## src/hw/alfr_defs.svh

```systemverilog
`ifndef ALFR_DEFS_SVH
`define ALFR_DEFS_SVH

// ---------------------------------------------------------------------------
// Opcodes, accumulator reset value and stack pointer MSB
// ---------------------------------------------------------------------------
`define ALFR_OP_LOAD_STACK 10'h050
`define ALFR_OP_LOAD_IC1 10'h054
`define ALFR_OP_LOAD_IC2 10'h055
`define ALFR_OP_LOAD_TC1 10'h24B
`define ALFR_ACC_RESET   4'h0
`define ALFR_STACK_MSB   2

`endif

```

## src/hw/alfr_pkg.sv

```systemverilog
package alfr_pkg;

  typedef enum logic [2:0] {
    ALFR_NONE,
    ALFR_SEL_STACK,
    ALFR_IC1,
    ALFR_IC2,
    ALFR_TC1
  } alfr_sel_t;

  // Instruction word presented for execution in this cycle.
  typedef struct packed {
    logic       valid;
    logic [9:0] word;
  } alfr_instr_t;

  // Sources the core offers for reading.
  typedef struct packed {
    logic [2:0] stack_pointer;
    logic [3:0] int_ctrl_one;
    logic [3:0] int_ctrl_two;
    logic [3:0] timer_ctrl_one;
  } alfr_src_t;

endpackage

```

## src/hw/alfr_core.sv

```systemverilog
`timescale 1ns/100ps
`include "alfr_defs.svh"

// ---------------------------------------------------------------------------
// Opcode match
// ---------------------------------------------------------------------------
// One comparator per load instruction, so that a neighbouring transfer can be
// added as one more instance rather than as a new decode branch.
module alfr_op_match #(
  parameter int unsigned            WORD_W = 10,
  parameter logic [WORD_W-1:0]      OPCODE = {WORD_W{1'b0}}
) (
  input  wire logic                 valid,
  input  wire logic [WORD_W-1:0]    word,
  output logic                      match
);

  assign match = valid && (word == OPCODE);

endmodule

module alfr_core (
  input  wire logic                 clk_sys,
  input  wire logic                 sys_rst,
  input  wire alfr_pkg::alfr_instr_t instr,
  input  wire alfr_pkg::alfr_src_t   src,
  input  wire logic                 acc_wr_en,
  input  wire logic [3:0]           acc_wr_data,
  output logic                      hit,
  output logic                      skip_req,
  output logic                      carry_wr_en,
  output logic [3:0]                acc
);

  // ---------------------------------------------------------------------------
  // Decode
  // ---------------------------------------------------------------------------
  alfr_pkg::alfr_sel_t sel;
  logic [3:0]          next_acc;
  logic                match_stack;
  logic                match_ic1;
  logic                match_ic2;
  logic                match_tc1;

  alfr_op_match #(
    .WORD_W (10),
    .OPCODE (`ALFR_OP_LOAD_STACK)
  ) u_match_stack (
    .valid  (instr.valid),
    .word   (instr.word),
    .match  (match_stack)
  );

  alfr_op_match #(
    .WORD_W (10),
    .OPCODE (`ALFR_OP_LOAD_IC1)
  ) u_match_ic1 (
    .valid  (instr.valid),
    .word   (instr.word),
    .match  (match_ic1)
  );

  alfr_op_match #(
    .WORD_W (10),
    .OPCODE (`ALFR_OP_LOAD_IC2)
  ) u_match_ic2 (
    .valid  (instr.valid),
    .word   (instr.word),
    .match  (match_ic2)
  );

  alfr_op_match #(
    .WORD_W (10),
    .OPCODE (`ALFR_OP_LOAD_TC1)
  ) u_match_tc1 (
    .valid  (instr.valid),
    .word   (instr.word),
    .match  (match_tc1)
  );

  // The opcodes are distinct, so at most one match is high; the order below
  // only fixes a value for the synthesiser.
  always_comb begin
    sel = alfr_pkg::ALFR_NONE;
    if (match_stack) begin
      sel = alfr_pkg::ALFR_SEL_STACK;
    end else if (match_ic1) begin
      sel = alfr_pkg::ALFR_IC1;
    end else if (match_ic2) begin
      sel = alfr_pkg::ALFR_IC2;
    end else if (match_tc1) begin
      sel = alfr_pkg::ALFR_TC1;
    end
  end

  // Sources are only read, never written back, and neither carry nor skip is
  // ever requested by these loads.
  assign hit         = (sel != alfr_pkg::ALFR_NONE);
  assign skip_req    = 1'b0;
  assign carry_wr_en = 1'b0;

  // ---------------------------------------------------------------------------
  // Execute
  // ---------------------------------------------------------------------------
  // A decoded load wins over an acc_wr_en write in the same cycle, but sys_rst
  // wins over the load; only one instruction executes per cycle.
  always_comb begin
    next_acc = acc;
    case (sel)
      alfr_pkg::ALFR_SEL_STACK:
        next_acc = {1'b0, src.stack_pointer[`ALFR_STACK_MSB:0]};
      alfr_pkg::ALFR_IC1: next_acc = src.int_ctrl_one;
      alfr_pkg::ALFR_IC2: next_acc = src.int_ctrl_two;
      alfr_pkg::ALFR_TC1: next_acc = src.timer_ctrl_one;
      default: begin
        if (acc_wr_en) begin
          next_acc = acc_wr_data;
        end
      end
    endcase
  end

  always_ff @(posedge clk_sys) begin
    if (sys_rst) begin
      acc <= `ALFR_ACC_RESET;
    end else begin
      acc <= next_acc;
    end
  end

endmodule

```

## config.mk

```make
export PLATFORM = sky130hd
export DESIGN_NAME = alfr_core
export DESIGN_NICKNAME = d
export VERILOG_FILES = /design/src/hw/alfr_pkg.sv /design/src/hw/alfr_core.sv
export VERILOG_INCLUDE_DIRS = /design/src /design/src/hw
export SDC_FILE = /design/constraint.sdc
export NUM_CORES = 1
export LEC_CHECK = 0
export BUFFER_PORTS_ARGS = -buffer_cell sky130_fd_sc_hd__buf_2
export CORE_AREA = 2 2 39 41
export CTS_BUF_LIST = sky130_fd_sc_hd__clkbuf_8
export DETAILED_ROUTE_END_ITERATION = 8
export DIE_AREA = 0 0 41 43
export HOLD_SLACK_MARGIN = 0.12
export MAX_ROUTING_LAYER = met4
export PLACE_DENSITY = 0.73
export SLEW_MARGIN = 20
export SYNTH_ARGS = -nofsm -noshare
export SYNTH_HDL_FRONTEND = slang
export SYNTH_SLANG_ARGS = --single-unit
```

## constraint.sdc

```tcl
create_clock -name clk_sys -period 1.5 [get_ports clk_sys]
set_input_delay 0.075 -clock clk_sys [delete_from_list [all_inputs] [get_ports clk_sys]]
set_output_delay 0.075 -clock clk_sys [all_outputs]
set_load 0.01 [all_outputs]
```

==> results of run 1 <==
==> metal layers <==
layer  vias to the layer above  GRT usage  wire [µm]
met3                         4     0.0314        109
met5                         -          -          0
met1                       235      0.163        433
li1                        269          -          -
met4                         0      0.140         31
met2                        26      0.272        594
==> final cells by class <==
| cell class | instances | area share |
|---|---|---|
| multi-input cells | 44 | 0.483 |
| repair buffers | 39 | 0.303 |
| flip-flops and latches | 4 | 0.118 |
| clock buffers | 3 | 0.0609 |
| well taps | 16 | 0.0295 |
| inverters | 1 | 0.00554 |
==> final timing paths <==
kind,from,endpoint,depth (start not counted)
setup reg to reg,acc[3],acc[3],3
hold / removal,src[2],acc[2],3
hold reg to reg,acc[0],acc[0],3
setup / recovery,instr[1],hit,6
==> power by group <==
group | leakage [nW] | internal [mW] | switching, mW
sequential | 0.0330 | 0.114 | 0.00240
combinational | 0.273 | 0.0650 | 0.0475
clock | 0.0216 | 0.171 | 0.0572
==> stage by stage <==
step                instances  cell area (µm²)  TNS (ps)  setup slack (ps)
floorplan                  53              433         0               155
global placement          102              614         0              2.35
detailed placement        102              614      -109             -31.5
CTS                       107              676         0              34.5
global route              107              678         0              27.0
finish                    107              678         0               132
==> timing repair <==
action	in CTS	in global routing
hold buffers	2	0
endpoints found under the setup margin	0	1
gates resized for setup	0	1
hold endpoints to repair	2	0
==> logic make-up after synthesis <==
logic type	count (synthesis)
mux	8
buf+inv	5
other cells	1
simple gates	22
flops	4
compound gates	12
==> cell usage after synthesis, drive strengths merged <==
cell / n
nor2: 3
a31oi: 3
inv: 1
or3b: 1
dfxtp: 4
mux2: 5
a211oi: 1
o21ai: 3
o31ai: 3
or2: 1
nand3: 3
buf: 3
nand2b: 2
conb: 1
nand4b: 1
mux2i: 3
or4b: 1
nor4b: 1
nand4bb: 1
nor3: 2
a32oi: 1
clkbuf: 1
nand2: 6
a21oi: 1
==> tightest hold or removal path, stage by stage <==
cell,delay [ps]
buf_2,100
nand2_1,50
a31oi_1,70
==> metrics.txt, run 1 <==
area taken by multi-input logic gates=328 µm²; post-route minimum period=1370 ps; CP Capture Type=primary output; port buffer count=37; CP arrival=1290 ps; Reg clk slew, reported paths=30 ps; fin. max-slew vios=0; Adder-Cell Fraction of Synth Area=0; Layout area overhead=58.0%; syn avg cell area=8.25 µm²; commonest non-fill, non-tap cell in the layout=buf_2; WL per Instance=10.9 µm; CTS sink count=4; Via Count=534; GP Congestion=0.683; # Post-CTS Setup Buffers=0; DP Wirelength=990 µm; All-Layer GR Usage=0.169; first-pass GRT wire length=1.97 mm; WL final=1.17 mm; cell count after synthesis=52; Setup crit start kind=input pin; Max-Cap Viols=0; CP Data Required Time=1420 ps; Die Wd=41 µm; worst path cell trace=buf_2 > or4b_4 > nor2_2 > a21oi_1 > nor2_1 > buf_2; post-synthesis compound-gate area fraction=0.192; mux share of post-synthesis cell area=0.201; number of DRC markers in iteration 0=3; Bufs and invs on worst path=2; CTS H-Tree Depth=1; final core utilization=0.490; Max stage delay on crit path=560 ps; peak supply drop=0.174 mV; fill count=144; Largest register FFs=4; Rows=14; r2r setup slk=530 ps; register area=80.1 µm²; Max Clock Freq=0.731 GHz; most frequent cells in the layout=buf_2, nand2_1, mux2_2; worst skew pair latency=220 ps; nets@finish=126; Crit Path Category=in -> out; DRC viols=0; # IOs=40; total gr overflow=0; Detail Route Antenna Nets=0; xor/xnor share of the synthesized area=0; RSZ-0062 raised after global routing=false; layout cells sized above 1=0.571; Initial Utilization=0.310; Hold Slack=118 ps; #FFs+latches synth=4; library cells used by synthesis=26; CORE AREA=1380 µm²; Max Fanout on Critical Path=5; skew final=0 ps; Crit path max-delay family=simple AND/OR/NAND/NOR gates; CTS tree=built; TritonRoute pass-1 iters=2; Simple-Gate Fraction of Synth Area=0.347; top-area cell type share of the netlist area=0.187; Tcrit/Tclk final=0.912; result of the run=completed; slowest CP cell=or4b_4; CTS Buf Count=3; Root Buffer=clkbuf_8; Ys Warns=0; vias in the first global route=533; sequential fraction of the synthesis area=0.187; initial antenna violation count=0; Pwr per Cell Area=674 nW/µm²; power consumption=457 µW; Clock Path Buffers=2; ANT cells=0; ranking of synthesized cells by area=dfxtp_1, mux2_2, mux2i_1; die area=1760 µm²; Most Frequent Cell on Critical Path=buf_2; die height=43 µm; Hold WC Path Type=in -> reg; via/cell ratio=4.99; Top reg by flops=acc; main combinational cell family by area after synthesis=simple AND/OR/NAND/NOR gates; final hold vios=0; Largest regs=acc x4; final-report setup violation count=0; Pleak=0.327 nW; area leader, netlist=dfxtp_1; Post-Synthesis Cell Area=429 µm²; largest net degree at the start of global routing=10
Power figures use the tool's default switching activity.
==> run 2: changes to the inputs <==
- CELL_PAD_IN_SITES_DETAIL_PLACEMENT: default -> 2
- CELL_PAD_IN_SITES_GLOBAL_PLACEMENT: default -> 2
- CORE_AREA: 2 2 39 41 -> default
- CORE_UTILIZATION: default -> 17
- DIE_AREA: 0 0 41 43 -> default
- PLACE_DENSITY: 0.73 -> 0.78
- SLEW_MARGIN: 20 -> 25
==> run 2 against run 1 <==
Setup slack worse by 34 ps. Global-route usage shrank 3.5 points. Largest power group unchanged. Combinational power is essentially flat. Critical endpoint unchanged. Worst hold slack improved by 1.9 ps. Core utilization fell by 19 points. Sequential share of layout area down 0.17 points. Fmax is 2.4% lower. Clock-buffer cell count unchanged. Clock skew did not move. Via count decreased by 0.37%. Critical path depth stayed put.
==> metrics.txt, run 2 (synthesis results as in run 1) <==
port buffer count=37 (unchanged); most frequent cells in the layout=buf_2, nand2_1, mux2_2; via/cell ratio=4.47 (-10%); CTS Buf Count=3 (unchanged); Top reg by flops=acc; WL final=1.55 mm (+32%); result of the run=completed; initial antenna violation count=0 (unchanged); CP Data Required Time=1420 ps (about the same); Finished Cell Area=688 µm² (+1.5%); first-pass GRT wire length=2.57 mm (+31%); layout cells sized above 1=0.571 (unchanged); r2r endpoint=acc[1]; worst reg2reg startpoint=acc[1]; WHS Path Cells=3 (unchanged); Setup crit start kind=input pin; die height=52.2 µm (+21%); Routed met1 length=598 µm (+38%); TritonRoute pass-1 iters=4 (+2); worst skew pair latency=220 ps (about the same); r2r setup slk=470 ps (-60 ps); Die Wd=52.2 µm (+27%); die area=2730 µm² (+55%); routed wire length on met3=118 µm (+8.3%); post-route minimum period=1400 ps (+34.3 ps); final setup margin=97.6 ps (-34.3 ps); # IOs=40 (unchanged); peak supply drop=0.256 mV (+47%); Pleak=0.329 nW (+0.44%); Pwr per Cell Area=664 nW/µm² (-1.5%); PostCTS Resize Cnt=0 (unchanged); register area=80.1 µm² (unchanged); Max Fanout on Critical Path=4 (-1); Root Buffer=clkbuf_8; total gr overflow=0 (unchanged); Layout area overhead=60.3%; GP Congestion=0.651 (-4.6%); area taken by multi-input logic gates=325 µm² (-0.76%); Via Count=532 (-0.37%); origin of the worst setup path=instr[1]; fill count=286 (+99%); Comb pwr share=0.248 (+0.002); Sw Ratio=0.237 (+0.00290); internal power=348 µW (-0.40%); CP Capture Type=primary output; Largest regs=acc x4; final core utilization=0.300 (-0.190); Clk pwr share=0.497 (-0.003); met2 wire len=807 µm (+36%); Max Clock Freq=0.713 GHz (-2.4%); WL per Instance=13.0 µm (+19%); largest net degree at the start of global routing=10 (unchanged); final hold vios=0 (unchanged); number of DRC markers in iteration 0=4 (+1); Reg clk slew, reported paths=30 ps (about the same); CTS tree=built; CP endpoint=hit; All-Layer GR Usage=0.135 (-0.0347); CP arrival=1330 ps (+40 ps); Tcrit/Tclk final=0.935 (+0.0229); DP Wirelength=1.36 mm (+38%); nets@finish=126 (unchanged); Detail Route Antenna Nets=0 (unchanged); Largest register FFs=4 (unchanged); vias in the first global route=585 (+9.8%); CTS sink count=4 (unchanged); Seq pwr share=0.255 (about the same); Hold WC Path Type=in -> reg; CTS H-Tree Depth=1 (unchanged); Psw=108 µW (+1.2%); Clock Path Buffers=2 (unchanged); DRC viols=0 (unchanged); ANT cells=0 (unchanged); CORE AREA=2300 µm² (+66%); Crit Path Category=in -> out; fin. max-slew vios=0 (unchanged); Rows=17 (+3); Max-Cap Viols=0 (unchanged); commonest non-fill, non-tap cell in the layout=buf_2; top routing layer used=met4; # Post-CTS Setup Buffers=0 (unchanged); dpl cell area=637 µm² (+3.7%); Initial Utilization=0.187 (-0.123); RSZ-0062 raised after global routing=false; worst r2r path cells=3 (unchanged); Place WS=-70.8 ps (-39.4 ps); final-report setup violation count=0 (unchanged); skew final=0 ps (unchanged)
-- run 2: power groups by stage --
stage	combinational [mW]	sequential (mW)	clock, mW
3_3_place_gp	0.109	0.118	0
5_1_grt	0.127	0.117	0.243
6_report	0.113	0.117	0.227
2_1_floorplan	0.0547	0.121	0
3_5_place_dp	0.114	0.118	0
4_1_cts	0.116	0.117	0.229
-- run 2: stage by stage --
stage               hold slack (ps)  TNS (ps)  instances  total power, mW
floorplan                       140         0         53            0.176
global placement                265         0        115            0.227
detailed placement              276      -257        115            0.232
CTS                             123         0        119            0.461
global route                    135         0        119            0.487
finish                          120         0        119            0.457
-- run 2: layer usage --
metal / global-route usage / up-vias
li1: - / 270
met3: 0.0174 / 2
met5: - / -
met2: 0.241 / 26
met1: 0.146 / 234
met4: 0.0658 / 0
-- run 2: area by class of cell --
| class | count | share of cell area |
|---|---|---|
| multi-input combinational | 44 | 0.473 |
| timing repair buffer | 39 | 0.295 |
| sequential | 4 | 0.116 |
| clock buffer | 3 | 0.0600 |
| tap | 28 | 0.0509 |
| inverter | 1 | 0.00545 |
-- run 2: worst max-delay path: stages --
cell	delay, ps
buf_2	100
or4b_4	550
nor2_1	250
a21oi_1	110
nor2_1	110
buf_2	130
-- run 2: worst min path at each step --
stage	endpoint	start
after global routing	acc[2]	src[2]
after detailed placement	acc[3]	sys_rst
after floorplan	acc[3]	sys_rst
final	acc[0]	src[0]
after global placement	acc[3]	sys_rst
after CTS	acc[0]	src[0]
-- run 2: what timing repair did --
item	CTS	global route
setup endpoints to repair	0	0
hold endpoints to repair	1	0
hold buffers	1	0
==> run 3: changes to the inputs <==
==> constraint.sdc (replaced) <==
create_clock -name clk_sys -period 1.5 [get_ports clk_sys]
set_input_delay 0.15 -clock clk_sys [delete_from_list [all_inputs] [get_ports clk_sys]]
set_output_delay 0.15 -clock clk_sys [all_outputs]
set_load 0.01 [all_outputs]
==> run 3 against run 2 <==
Sequential share of layout area is 0.25 points lower. Setup slack lost 39 ps. Die area unchanged. Non-clock buffer count grew 2. Largest power group unchanged. Wire length is 2.5% higher. Combinational power barely moved. Final area up 2.2%. Fmax shrank 2.7%. Critical endpoint unchanged.
==> metrics.txt, run 3 (synthesis results as in run 1) <==
WL final=1.59 mm (+2.5%); initial antenna violation count=0 (unchanged); total gr overflow=0 (unchanged); WL per Instance=13.1 µm (+0.83%); skew final=0 ps (unchanged); ANT cells=0 (unchanged); CP Data Required Time=1350 ps (-70 ps); first-pass GRT wire length=2.52 mm (-1.9%); # Post-CTS Setup Buffers=0 (unchanged); Finished Cell Area=703 µm² (+2.2%); Tcrit/Tclk final=0.961 (+0.0262); layout cells sized above 1=0.581 (+0.00922); final hold vios=0 (unchanged); port buffer count=37 (unchanged); dpl cell area=652 µm² (+2.4%); worst path cell trace=buf_2 > or4b_4 > nor2_1 > a21oi_1 > nor2_1 > buf_2; via/cell ratio=4.57 (+2.2%); Top reg by flops=acc; Die Wd=52.2 µm (unchanged); number of DRC markers in iteration 0=5 (+1); WHS Endpoint=acc[0]; RSZ-0062 raised after global routing=false; Clock Path Buffers=2 (unchanged); fin. max-slew vios=0 (unchanged); CP Capture Type=primary output; worst skew pair latency=220 ps (about the same); fill count=286 (unchanged); final-report setup violation count=0 (unchanged); CTS H-Tree Depth=1 (unchanged); result of the run=completed; r2r endpoint=acc[0]; commonest non-fill, non-tap cell in the layout=buf_2; Place WS=-144 ps (-72.8 ps); CTS Buf Count=3 (unchanged); CTS sink count=4 (unchanged); Rows=17 (unchanged); # IOs=40 (unchanged); Max stage delay on crit path=550 ps (about the same); worst reg2reg startpoint=acc[0]; TritonRoute pass-1 iters=4 (unchanged); Initial Utilization=0.187 (unchanged); Layout area overhead=63.8%; Max Fanout on Critical Path=2 (-2); Detail Route Antenna Nets=0 (unchanged); PostCTS Resize Cnt=0 (unchanged); peak supply drop=0.328 mV (+29%); All-Layer GR Usage=0.130 (-0.00441); CP arrival=1290 ps (-40 ps); CTS tree=built; die height=52.2 µm (unchanged); largest net degree at the start of global routing=10 (unchanged); Worst Hold Launch=src[0]; GP Congestion=0.661 (+1.6%); DRC viols=0 (unchanged); nets@finish=128 (+1.6%); final setup margin=58.2 ps (-39.4 ps); Hold WC Path Type=in -> reg; r2r setup slk=450 ps (-20 ps); Bufs and invs on worst path=2 (unchanged); Pwr per Cell Area=657 nW/µm² (-1.1%); Root Buffer=clkbuf_8; Pleak=0.340 nW (+3.3%); Crit path max-delay family=simple AND/OR/NAND/NOR gates; Setup crit start kind=input pin; die area=2730 µm² (unchanged); WHS Path Cells=3 (unchanged); Max-Cap Viols=0 (unchanged); slowest CP cell=or4b_4; Largest register FFs=4 (unchanged); Via Count=553 (+3.9%); vias in the first global route=573 (-2.1%); Largest regs=acc x4; most frequent cells in the layout=buf_2, nand2_1, mux2_2; Crit Path Category=in -> out; post-route minimum period=1440 ps (+39.4 ps); CORE AREA=2300 µm² (unchanged); worst r2r path cells=3 (unchanged); Max Clock Freq=0.694 GHz (-2.7%); Reg clk slew, reported paths=30 ps (about the same)
-- run 3: cell types whose count changed in the layout (fill, tap and decap cells not counted) --
cell | before | now
buf_4 | 1 | 3
-- run 3: area by class of cell --
class	count	area [µm²]	area share
inverter	1	3.75	0.00534
clock buffer	3	41.3	0.0587
timing repair buffer	41	218	0.310
tap	28	35.0	0.0498
multi-input combinational	44	325	0.463
sequential	4	80.1	0.114
-- run 3: metrics by stage --
step                      hold slack, ps  instances  power (mW)  TNS [ps]  utilization
after CTS                            204        121       0.465         0        0.306
final                                199        121       0.462         0        0.306
after global routing                 223        121       0.485         0        0.306
after floorplan                      215         53       0.176         0            -
after detailed placement             343        117       0.234      -540        0.284
after global placement               340        117       0.227      -282        0.284
-- run 3: repair_timing --
item | CTS | global route
endpoints found under the setup margin | 0 | 0
hold endpoints to repair | 1 | 0
hold buffers | 1 | 0
-- run 3: routing by layer --
metal / track usage / vias up / routed length [µm]
li1: - / 273 / -
met1: 0.140 / 251 / 597
met2: 0.239 / 26 / 853
met3: 0.0174 / 3 / 106
met4: 0.0526 / 0 / 27
met5: - / - / 0
-- run 3: worst max-delay path by stage --
stage               startpoint     end  slack [ps]  depth (start not counted)
floorplan             instr[1]  acc[0]          80                          4
global placement      instr[1]  acc[1]         -70                          5
global route          instr[1]  acc[2]           2                          5
CTS                   instr[1]     hit          40                          6
detailed placement    instr[1]  acc[1]        -140                          5
finish                instr[1]     hit          60                          6
-- run 3: power by group --
group          internal [mW]  switching, mW  total [mW]
Clock                  0.171         0.0585       0.230
Combinational         0.0642         0.0513       0.116
Sequential             0.114        0.00269       0.116
-- run 3: tightest hold or removal path: cells and delay by family --
kind | cells | cell delay, ps
and+or+nand+nor | 1 | 50
buffers and inverters | 1 | 100
AOI/OAI and AO/OA | 1 | 70
